### src/hw/pubsub_map.vh
// register map, reset values and protocol constants of the submessage flag and port block
`ifndef PUBSUB_MAP_VH
`define PUBSUB_MAP_VH

// register byte addresses
`define ADDR_PORT_BASE 8'h00
`define ADDR_DOM_GAIN 8'h04
`define ADDR_PID_GAIN 8'h08
`define ADDR_DISC_MC_OFS 8'h0c
`define ADDR_DISC_UC_OFS 8'h10
`define ADDR_USER_MC_OFS 8'h14
`define ADDR_USER_UC_OFS 8'h18
`define ADDR_IDS 8'h1c
`define ADDR_DISC_PORTS 8'h20
`define ADDR_USER_PORTS 8'h24
`define ADDR_CFG_STATUS 8'h28
`define ADDR_SUBMSG 8'h2c
`define ADDR_DECODE 8'h30
`define ADDR_ANN_CTRL 8'h34
`define ADDR_ANN_COUNT 8'h38
`define ADDR_MC_GROUP 8'h3c
`define ADDR_ANN_PERIOD 8'h40

// reset values: 7400, 250, 2, 0, 10, 1, 11
`define RST_PORT_BASE 16'h1ce8
`define RST_DOM_GAIN 16'h00fa
`define RST_PID_GAIN 16'h0002
`define RST_DISC_MC_OFS 16'h0000
`define RST_DISC_UC_OFS 16'h000a
`define RST_USER_MC_OFS 16'h0001
`define RST_USER_UC_OFS 16'h000b

// field positions
`define IDS_DOM_LSB 0
`define IDS_PID_LSB 8
`define SUB_KIND_LSB 0
`define SUB_FLAGS_LSB 8
`define SUB_NEWMSG_BIT 16
`define DEC_KNOWN 0
`define DEC_ENDIAN 1
`define DEC_REPLY 2
`define DEC_MCAST 3
`define DEC_TS_PRESENT 4
`define DEC_TS_VALID 5
`define DEC_COMPACT 6

// submessage kinds
`define KIND_DST 8'h01
`define KIND_REPLY 8'h02
`define KIND_REPLY_IP4 8'h03
`define KIND_SRC 8'h04
`define KIND_TS 8'h05
`define KIND_PAD 8'h06
`define KIND_NACKFRAG 8'h07

// header flag masks
`define FLAG_ENDIAN 8'h01
`define FLAG_MCAST 8'h02
`define FLAG_INVAL 8'h02

// default discovery group 239.255.0.1
`define MC_GROUP_ADDR 32'hefff_0001

// announcement timing: 30 s, zero fraction, clock period 40 ns
`define ANNOUNCE_SEC 32'h0000_001e
`define ANNOUNCE_FRAC 32'h0000_0000
`define NS_PER_SEC 32'h3b9a_ca00
`define CLK_PERIOD_NS 32'h0000_0028

// bus responses
`define RESP_OKAY 2'b00
`define RESP_SLVERR 2'b10

`endif

### src/hw/pubsub_submsg_flags_ports.v
// submessage flag decoder, default udp port generator and announcement timer
//
// Decided for this implementation: the AXI4-Lite slave port and the placing of the registers.
`timescale 1ns/1ps
`include "pubsub_map.vh"
module pubsub_submsg_flags_ports #(
	parameter [31:0] ANNOUNCE_CYCLES = `ANNOUNCE_SEC * (`NS_PER_SEC / `CLK_PERIOD_NS)
) (
	input wire aclk, // system clock, 25 MHz
	input wire aresetn, // synchronous reset, active low
	input wire [7:0] awaddr, // write address
	input wire awvalid, // write address valid
	output reg awready, // write address ready
	input wire [31:0] wdata, // write data
	input wire [3:0] wstrb, // write byte enables
	input wire wvalid, // write data valid
	output reg wready, // write data ready
	output reg [1:0] bresp, // write response
	output reg bvalid, // write response valid
	input wire bready, // write response ready
	input wire [7:0] araddr, // read address
	input wire arvalid, // read address valid
	output reg arready, // read address ready
	output reg [31:0] rdata, // read data
	output reg [1:0] rresp, // read response
	output reg rvalid, // read data valid
	input wire rready, // read data ready
	output reg announce_pulse, // one cycle per announcement period
	output wire [15:0] disc_mcast_port, // discovery multicast port
	output reg cfg_invalid // some port expression overflows
);

// ----------------------------------------
// settings and state
// ----------------------------------------
reg [15:0] port_base_number;
reg [15:0] domain_id_gain;
reg [15:0] participant_id_gain;
reg [15:0] discovery_mcast_offset;
reg [15:0] discovery_ucast_offset;
reg [15:0] user_mcast_offset;
reg [15:0] user_ucast_offset;
reg [7:0] domain_id;
reg [7:0] participant_id;
reg [6:0] decode_status;
reg ts_valid;
reg announce_enable;
reg [31:0] announce_timer;
reg [31:0] announce_count;
reg aw_held;
reg w_held;
reg [7:0] aw_addr_q;
reg [31:0] w_data_q;
reg [3:0] w_strb_q;
reg [31:0] read_word;
reg read_ok;
reg write_ok;
wire [15:0] disc_ucast_port;
wire [15:0] user_mcast_port;
wire [15:0] user_ucast_port;
wire [3:0] port_overflow;
wire do_write;
wire [31:0] merged;
wire [7:0] sub_kind;
wire [7:0] sub_flags;
assign do_write = aw_held && w_held && !bvalid;
assign sub_kind = w_data_q[`SUB_KIND_LSB +: 8];
assign sub_flags = w_data_q[`SUB_FLAGS_LSB +: 8];

// byte lanes not enabled keep the old value of the target word
function [31:0] merge;
	input [31:0] old;
	input [31:0] data;
	input [3:0] strb;
	integer i;
	begin
		merge = old;
		for (i = 0; i < 4; i = i + 1) begin
			if (strb[i])
				merge[i*8 +: 8] = data[i*8 +: 8];
		end
	end
endfunction

// ----------------------------------------
// port expressions
// ----------------------------------------
// discovery multicast port
port_calc #(.USE_PID(0)) calc_disc_mc (.aclk(aclk), .aresetn(aresetn), .base(port_base_number),
	.dom_gain(domain_id_gain), .pid_gain(participant_id_gain), .offset(discovery_mcast_offset),
	.domain_id(domain_id), .participant_id(participant_id), .port(disc_mcast_port), .overflow(port_overflow[0]));
port_calc #(.USE_PID(1)) calc_disc_uc (.aclk(aclk), .aresetn(aresetn), .base(port_base_number),
	.dom_gain(domain_id_gain), .pid_gain(participant_id_gain), .offset(discovery_ucast_offset),
	.domain_id(domain_id), .participant_id(participant_id), .port(disc_ucast_port), .overflow(port_overflow[1]));
port_calc #(.USE_PID(0)) calc_user_mc (.aclk(aclk), .aresetn(aresetn), .base(port_base_number),
	.dom_gain(domain_id_gain), .pid_gain(participant_id_gain), .offset(user_mcast_offset),
	.domain_id(domain_id), .participant_id(participant_id), .port(user_mcast_port), .overflow(port_overflow[2]));
port_calc #(.USE_PID(1)) calc_user_uc (.aclk(aclk), .aresetn(aresetn), .base(port_base_number),
	.dom_gain(domain_id_gain), .pid_gain(participant_id_gain), .offset(user_ucast_offset),
	.domain_id(domain_id), .participant_id(participant_id), .port(user_ucast_port), .overflow(port_overflow[3]));

// any overflow marks the configuration invalid
always @(posedge aclk) begin
	if (!aresetn) begin
		cfg_invalid <= 1'b0;
	end else begin
		cfg_invalid <= |port_overflow;
	end
end

// ----------------------------------------
// bus write channels
// ----------------------------------------
// address and data are caught independently, so either may come first
always @(posedge aclk) begin
	if (!aresetn) begin
		aw_held <= 1'b0;
		awready <= 1'b0;
		aw_addr_q <= 8'h00;
		w_held <= 1'b0;
		wready <= 1'b0;
		w_data_q <= 32'h0000_0000;
		w_strb_q <= 4'h0;
		bvalid <= 1'b0;
		bresp <= `RESP_OKAY;
	end else begin
		if (awvalid && awready) begin
			aw_held <= 1'b1;
			awready <= 1'b0;
			aw_addr_q <= awaddr;
		end else if (do_write || !aw_held) begin
			aw_held <= 1'b0;
			awready <= 1'b1;
		end
		if (wvalid && wready) begin
			w_held <= 1'b1;
			wready <= 1'b0;
			w_data_q <= wdata;
			w_strb_q <= wstrb;
		end else if (do_write || !w_held) begin
			w_held <= 1'b0;
			wready <= 1'b1;
		end
		if (do_write) begin
			bvalid <= 1'b1;
			bresp <= write_ok ? `RESP_OKAY : `RESP_SLVERR;
		end else if (bvalid && bready) begin
			bvalid <= 1'b0;
		end
	end
end

// read-only words accept writes silently; only holes answer with an error
always @* begin
	write_ok = 1'b1;
	if (aw_addr_q > `ADDR_ANN_PERIOD) begin
		write_ok = 1'b0;
	end else if (aw_addr_q[1:0] != 2'b00) begin
		write_ok = 1'b0;
	end
end

// ----------------------------------------
// settings registers
// ----------------------------------------
always @(posedge aclk) begin
	if (!aresetn) begin
		port_base_number <= `RST_PORT_BASE;
		domain_id_gain <= `RST_DOM_GAIN;
		participant_id_gain <= `RST_PID_GAIN;
		discovery_mcast_offset <= `RST_DISC_MC_OFS;
		discovery_ucast_offset <= `RST_DISC_UC_OFS;
		user_mcast_offset <= `RST_USER_MC_OFS;
		user_ucast_offset <= `RST_USER_UC_OFS;
		domain_id <= 8'h00;
		participant_id <= 8'h00;
		announce_enable <= 1'b1;
	end else if (do_write) begin
		// every expression term is software writable
		if (aw_addr_q == `ADDR_PORT_BASE) begin
			port_base_number <= merged[15:0];
		end else if (aw_addr_q == `ADDR_DOM_GAIN) begin
			domain_id_gain <= merged[15:0];
		end else if (aw_addr_q == `ADDR_PID_GAIN) begin
			participant_id_gain <= merged[15:0];
		end else if (aw_addr_q == `ADDR_DISC_MC_OFS) begin
			discovery_mcast_offset <= merged[15:0];
		end else if (aw_addr_q == `ADDR_DISC_UC_OFS) begin
			discovery_ucast_offset <= merged[15:0];
		end else if (aw_addr_q == `ADDR_USER_MC_OFS) begin
			user_mcast_offset <= merged[15:0];
		end else if (aw_addr_q == `ADDR_USER_UC_OFS) begin
			user_ucast_offset <= merged[15:0];
		end else if (aw_addr_q == `ADDR_IDS) begin
			// software gives each local participant its own id
			domain_id <= merged[`IDS_DOM_LSB +: 8];
			participant_id <= merged[`IDS_PID_LSB +: 8];
		end else if (aw_addr_q == `ADDR_ANN_CTRL) begin
			announce_enable <= merged[0];
		end
	end
end

assign merged = merge(32'h0000_0000 | read_back(aw_addr_q), w_data_q, w_strb_q);

function [31:0] read_back;
	input [7:0] a;
	begin
		read_back = 32'h0000_0000;
		if (a == `ADDR_PORT_BASE) begin
			read_back[15:0] = port_base_number;
		end else if (a == `ADDR_DOM_GAIN) begin
			read_back[15:0] = domain_id_gain;
		end else if (a == `ADDR_PID_GAIN) begin
			read_back[15:0] = participant_id_gain;
		end else if (a == `ADDR_DISC_MC_OFS) begin
			read_back[15:0] = discovery_mcast_offset;
		end else if (a == `ADDR_DISC_UC_OFS) begin
			read_back[15:0] = discovery_ucast_offset;
		end else if (a == `ADDR_USER_MC_OFS) begin
			read_back[15:0] = user_mcast_offset;
		end else if (a == `ADDR_USER_UC_OFS) begin
			read_back[15:0] = user_ucast_offset;
		end else if (a == `ADDR_IDS) begin
			read_back[`IDS_DOM_LSB +: 8] = domain_id;
			read_back[`IDS_PID_LSB +: 8] = participant_id;
		end else if (a == `ADDR_ANN_CTRL) begin
			read_back[0] = announce_enable;
		end
	end
endfunction

// ----------------------------------------
// submessage header decode
// ----------------------------------------
// a submessage word carries full bytes, so byte enables are not applied here
always @(posedge aclk) begin
	if (!aresetn) begin
		decode_status <= 7'h00;
		ts_valid <= 1'b0;
	end else if (do_write && aw_addr_q == `ADDR_SUBMSG) begin
		decode_status <= 7'h00;
		decode_status[`DEC_ENDIAN] <= |(sub_flags & `FLAG_ENDIAN);
		decode_status[`DEC_KNOWN] <= 1'b1;
		decode_status[`DEC_TS_VALID] <= ts_valid;
		if (sub_kind == `KIND_REPLY) begin
			// multicast list follows the unicast list
			decode_status[`DEC_REPLY] <= 1'b1;
			decode_status[`DEC_MCAST] <= |(sub_flags & `FLAG_MCAST);
		end else if (sub_kind == `KIND_REPLY_IP4) begin
			// compact form seen as a reply-info
			decode_status[`DEC_REPLY] <= 1'b1;
			decode_status[`DEC_COMPACT] <= 1'b1;
			decode_status[`DEC_MCAST] <= |(sub_flags & `FLAG_MCAST);
		end else if (sub_kind == `KIND_TS) begin
			// invalidate carries no timestamp and poisons what follows
			decode_status[`DEC_TS_PRESENT] <= ~|(sub_flags & `FLAG_INVAL);
			decode_status[`DEC_TS_VALID] <= ~|(sub_flags & `FLAG_INVAL);
			ts_valid <= ~|(sub_flags & `FLAG_INVAL);
		end else if (sub_kind == `KIND_DST || sub_kind == `KIND_SRC || sub_kind == `KIND_PAD ||
				sub_kind == `KIND_NACKFRAG) begin
			// no flag besides endianness is looked at
			decode_status[`DEC_KNOWN] <= 1'b1;
		end else begin
			decode_status[`DEC_KNOWN] <= 1'b0;
		end
		// a new datagram starts a new message with no timestamp
		if (w_data_q[`SUB_NEWMSG_BIT] && sub_kind != `KIND_TS) begin
			ts_valid <= 1'b0;
			decode_status[`DEC_TS_VALID] <= 1'b0;
		end
	end
end

// ----------------------------------------
// announcement period
// ----------------------------------------
// free-running period, restarted whenever announcing is disabled
always @(posedge aclk) begin
	if (!aresetn) begin
		announce_timer <= 32'h0000_0000;
		announce_count <= 32'h0000_0000;
		announce_pulse <= 1'b0;
	end else if (!announce_enable) begin
		announce_timer <= 32'h0000_0000;
		announce_pulse <= 1'b0;
	end else if (announce_timer == ANNOUNCE_CYCLES - 32'h0000_0001) begin
		announce_timer <= 32'h0000_0000;
		announce_count <= announce_count + 32'h0000_0001;
		announce_pulse <= 1'b1;
	end else begin
		announce_timer <= announce_timer + 32'h0000_0001;
		announce_pulse <= 1'b0;
	end
end

// ----------------------------------------
// bus read channel
// ----------------------------------------
always @* begin
	read_word = 32'h0000_0000;
	read_ok = 1'b1;
	if (araddr[1:0] != 2'b00) begin
		read_ok = 1'b0;
	end else if (araddr <= `ADDR_IDS || araddr == `ADDR_ANN_CTRL || araddr == `ADDR_SUBMSG) begin
		read_word = read_back(araddr);
	end else if (araddr == `ADDR_DISC_PORTS) begin
		// endpoint discovery uses these same ports
		read_word = {disc_ucast_port, disc_mcast_port};
	end else if (araddr == `ADDR_USER_PORTS) begin
		read_word = {user_ucast_port, user_mcast_port};
	end else if (araddr == `ADDR_CFG_STATUS) begin
		read_word = {27'h000_0000, port_overflow, cfg_invalid};
	end else if (araddr == `ADDR_DECODE) begin
		read_word = {25'h000_0000, decode_status};
	end else if (araddr == `ADDR_ANN_COUNT) begin
		read_word = announce_count;
	end else if (araddr == `ADDR_MC_GROUP) begin
		// announce and listen group, port is the discovery multicast one
		read_word = `MC_GROUP_ADDR;
	end else if (araddr == `ADDR_ANN_PERIOD) begin
		read_word = `ANNOUNCE_SEC | `ANNOUNCE_FRAC;
	end else begin
		read_ok = 1'b0;
	end
end

always @(posedge aclk) begin
	if (!aresetn) begin
		arready <= 1'b0;
		rvalid <= 1'b0;
		rdata <= 32'h0000_0000;
		rresp <= `RESP_OKAY;
	end else if (arvalid && arready) begin
		arready <= 1'b0;
		rvalid <= 1'b1;
		rdata <= read_word;
		rresp <= read_ok ? `RESP_OKAY : `RESP_SLVERR;
	end else if (rvalid && rready) begin
		rvalid <= 1'b0;
		arready <= 1'b1;
	end else if (!rvalid) begin
		arready <= 1'b1;
	end
end

endmodule

### src/hw/port_calc.v
// one registered udp port number expression with overflow check
`timescale 1ns/1ps
module port_calc #(
	parameter USE_PID = 0
) (
	input wire aclk, // system clock
	input wire aresetn, // synchronous reset, active low
	input wire [15:0] base, // port base number
	input wire [15:0] dom_gain, // domain id gain
	input wire [15:0] pid_gain, // participant id gain
	input wire [15:0] offset, // additional offset
	input wire [7:0] domain_id, // domain identifier
	input wire [7:0] participant_id, // participant identifier
	output reg [15:0] port, // resulting port number
	output reg overflow // result does not fit 16 bits
);

wire [23:0] dom_term;
wire [23:0] pid_term;
wire [25:0] sum;

assign dom_term = dom_gain * domain_id;
// multicast instances leave the participant term out entirely
assign pid_term = (USE_PID != 0) ? pid_gain * participant_id : 24'h00_0000;
// unsigned sum wide enough that no term can wrap before the check
assign sum = {10'h000, base} + {2'h0, dom_term} + {10'h000, offset} + {2'h0, pid_term};

always @(posedge aclk) begin
	if (!aresetn) begin
		port <= 16'h0000;
		overflow <= 1'b0;
	end else begin
		port <= sum[15:0];
		overflow <= |sum[25:16];
	end
end

endmodule

### config.mk
export PLATFORM = sky130hd
export DESIGN_NAME = pubsub_submsg_flags_ports
export DESIGN_NICKNAME = d
export VERILOG_FILES = /design/src/hw/pubsub_submsg_flags_ports.v /design/src/hw/port_calc.v
export VERILOG_INCLUDE_DIRS = /design/src /design/src/hw
export SDC_FILE = /design/constraint.sdc
export NUM_CORES = 2
export LEC_CHECK = 0
export BUFFER_PORTS_ARGS = -buffer_cell sky130_fd_sc_hd__buf_2
export CAP_MARGIN = 20
export CORE_ASPECT_RATIO = 0.5
export CORE_MARGIN = 2
export CORE_UTILIZATION = 63
export DETAILED_ROUTE_END_ITERATION = 7
export PLACE_DENSITY_LB_ADDON = 0.08
export SYNTH_ARGS = -nofsm -noshare
export SYNTH_HDL_FRONTEND = slang
export SYNTH_SLANG_ARGS = --single-unit
### constraint.sdc
create_clock -name aclk -period 9.85 [get_ports aclk]
set_input_delay 0.985 -clock aclk [delete_from_list [all_inputs] [get_ports aclk]]
set_output_delay 0.985 -clock aclk [all_outputs]
set_load 0.1 [all_outputs]
==> flow_summary.ini <==
[global_route]
grt-ovfl-total = 0
grt_pass1_wl_um = 132000
grt_pass1_vias = 23345
antenna_found_initial = 1
grt_max_degree = 166
grt_util_all_layers = 0.369

[timing]
clock_skew_ps = 26.5
period_needed_ps = 8410
slew_viol_final = 0
worst_pin_slew_ps = 1130
period_share = 0.854
finalSetupViolCount = 0
hold_viol = 0
rsz0062_at_grt = no
max_freq_ghz = 0.119
setup_slack_ps = 1440
setup_tns_ps = 0
relSlewSlack = 0.249

[place]
gp_congestion = 0.987
dp.final_hpwl_um = 64100
placed_cell_area_um2 = 28300
io_buffers = 98
placed_cells = 3898
pre_cts_ws_ps = 1670

[clocking]
clk_path_buf_depth = 3
hold_buffers = 0
tritoncts = yes
cts.sinks = 339
h-tree-depth = 2
cts-resized-gates = 0
cts.clk_slew.worst_paths_ps = 60
cts_buffers = 35
root_buffer = clkbuf_16
cts_setup_buffers = 0
clock_latency_ps = 560

[power]
p_comb_frac = 0.072
power.internal_w = 0.00227
power.switching_w = 0.000786
swShare = 0.257
p_seq_frac = 0.461
p_per_area_nw_per_um2 = 103
clkPwrFrac = 0.466
vdd_drop_max_uv = 120
power_w = 0.00305
p_leak_nw = 13.1

[drt]
wl_per_cell_um = 21.2
drt-total-wl_um = 84100
drtIter0Drc = 3186
via_per_inst = 6.24
postRouteAntennaNets = 0
drc_errors = 9
vias = 24727
drt_pre_antenna_iters = 8

[critical_path]
critPathSlowestCell = dfxtp_1
critPathLaunch = domain_id[0]
r2r-start = domain_id[0]
crit_fanout = 19
end_kind = flip-flop
slowest_delay_ps = 930
critPathRequiredTime_ps = 10220
arrival_ps = 8780
critPathLaunchType = flip-flop
crit_type = reg2reg

[synthesis]
synth_edf_count = 0
yosys_warnings = 0
syn_area_per_cell_um2 = 8.18
ys_ff_latch = 339
synth.most_common_cell = nand2_1
synthDistinctLibCells = 90
synthTopCellsByArea = dfxtp_1, fa_1, ha_1
synth_ff_type = dfxtp_1
synth_top_area_share = 0.246
ys_top_cells_by_count = nand2_1, dfxtp_1, inv_1
synthArstFlopShare = 0
yosysSeqAreaShare = 0.246
yosys.area.top_type = dfxtp_1
syn_area_um2 = 27600
synth_cells = 3372

[status]
violations = design-rule violations
status = finished, violations left

[die]
io_pins = 118
rows = 54
design.core.area_um2 = 43400
die_h_um = 152
start_util = 0.636
die_area_um2 = 45600
dieWidth_um = 300

[hold_path]
hold_path.class = reg2reg
hold_path.startpoint = rdata[7]

[final_layout]
area_growth_pct = 7.09
nets = 3802
instances_no_fill = 3964
fin_area_um2 = 29600
drive_gt1_frac = 0.0691

[job]
maxCapViolCount = 0
logic make-up after synthesis:
group           synth area share
mux                       0.0102
xor+xnor                  0.0397
fa+ha+maj                  0.239
simple gates               0.218
other cells             0.000136
compound gates             0.177
buf+inv                   0.0699
flops                      0.246
power by group through the flow:
stage | clock network [W] | registers, W | logic [W]
5_1_grt | 0.00148 | 0.00141 | 0.000238
4_1_cts | 0.00142 | 0.00141 | 0.000217
2_1_floorplan | 0 | 0.00146 | 0.000130
3_3_place_gp | 0 | 0.00144 | 0.000213
3_5_place_dp | 0 | 0.00144 | 0.000217
6_report | 0.00142 | 0.00141 | 0.000221
final timing paths:
kind                                end  slack (ps)  depth (start not counted)
setup / recovery  calc_disc_uc.overflow        1440                         26
hold / removal                 rdata[7]         450                          1
setup reg to reg  calc_disc_uc.overflow        1440                         26
hold reg to reg                rdata[7]         450                          1
state kept, by name, indices dropped and copies added (netlist names), 7 cells and up:
| register | count |
|---|---|
| domain_id_gain | 16 |
| participant_id_gain | 16 |
| decode_status | 7 |
| participant_id | 8 |
| calc_disc_uc.port | 16 |
| announce_timer | 32 |
| discovery_mcast_offset | 16 |
| calc_user_mc.port | 16 |
| port_base_number | 16 |
| rdata | 32 |
| user_ucast_offset | 16 |
| aw_addr_q | 8 |
| discovery_ucast_offset | 16 |
| user_mcast_offset | 16 |
| domain_id | 8 |
| w_data_q | 17 |
| announce_count | 32 |
| calc_disc_mc.port | 16 |
| calc_user_uc.port | 16 |
through the flow:
| stage | hold slack (ps) | util |
|---|---|---|
| after floorplan | 432 | - |
| after global placement | 428 | 0.653 |
| after detailed placement | 434 | 0.653 |
| after CTS | 447 | 0.681 |
| after global routing | 479 | 0.681 |
| final | 450 | 0.681 |
metal layers:
| metal | up-vias | global-route usage | part of all wire |
|---|---|---|---|
| met3 | 214 | 0.0775 | 0.11 |
| li1 | 11382 | - | - |
| met2 | 1203 | 0.549 | 0.42 |
| met1 | 11928 | 0.535 | 0.43 |
| met4 | 0 | 0.118 | 0.035 |
| met5 | - | 0 | 0 |
critical path, delay by kind of cell, from the launching register on:
kind | cells | cell delay, ps
AND/OR/NAND/NOR | 4 | 700
XOR/XNOR | 2 | 650
buffers and inverters | 5 | 360
flip-flops | 1 | 930
adder cells (fa/ha/maj) | 7 | 3260
AO/OA/AOI/OAI | 8 | 2300
layout by cell type (no fill, tap or decap), types with 9 or more instances in the layout:
master and instances:
nand2_1 451, dfxtp_1 339, inv_1 321, a21oi_1 268
nor2_1 249, and2_1 222, fa_1 220, ha_1 174
buf_2 98, o21ai_0 88, nand3_1 67, xnor2_1 65
nor3_1 63, xor2_1 60, a21o_1 40, a222oi_1 38
clkbuf_16 35, a22o_1 34, a211oi_1 32, and3_1 32
a22oi_1 32, o211ai_1 28, nor2b_1 28, or3_1 27
a31oi_1 24, nand4_1 23, buf_4 23, a221oi_1 20
nand2b_1 18, a221o_1 16, nor4_1 15, mux2_2 15
o21a_1 14, o21bai_1 12, nor3b_1 11, mux2i_1 10
o22ai_1 9
cell type report:
| type | count | area [um^2] |
|---|---|---|
| Antenna cell | 2 | 5.00 |
| Sequential cell | 339 | 6790 |
| Clock buffer | 45 | 983 |
| Inverter | 322 | 1210 |
| Multi-Input combinational cell | 2527 | 18900 |
| Clock inverter | 17 | 220 |
| Fill cell | 3697 | 13800 |
| Tap cell | 588 | 736 |
| Timing Repair Buffer | 124 | 708 |
No activity file was read; power rests on OpenSTA's default activity.
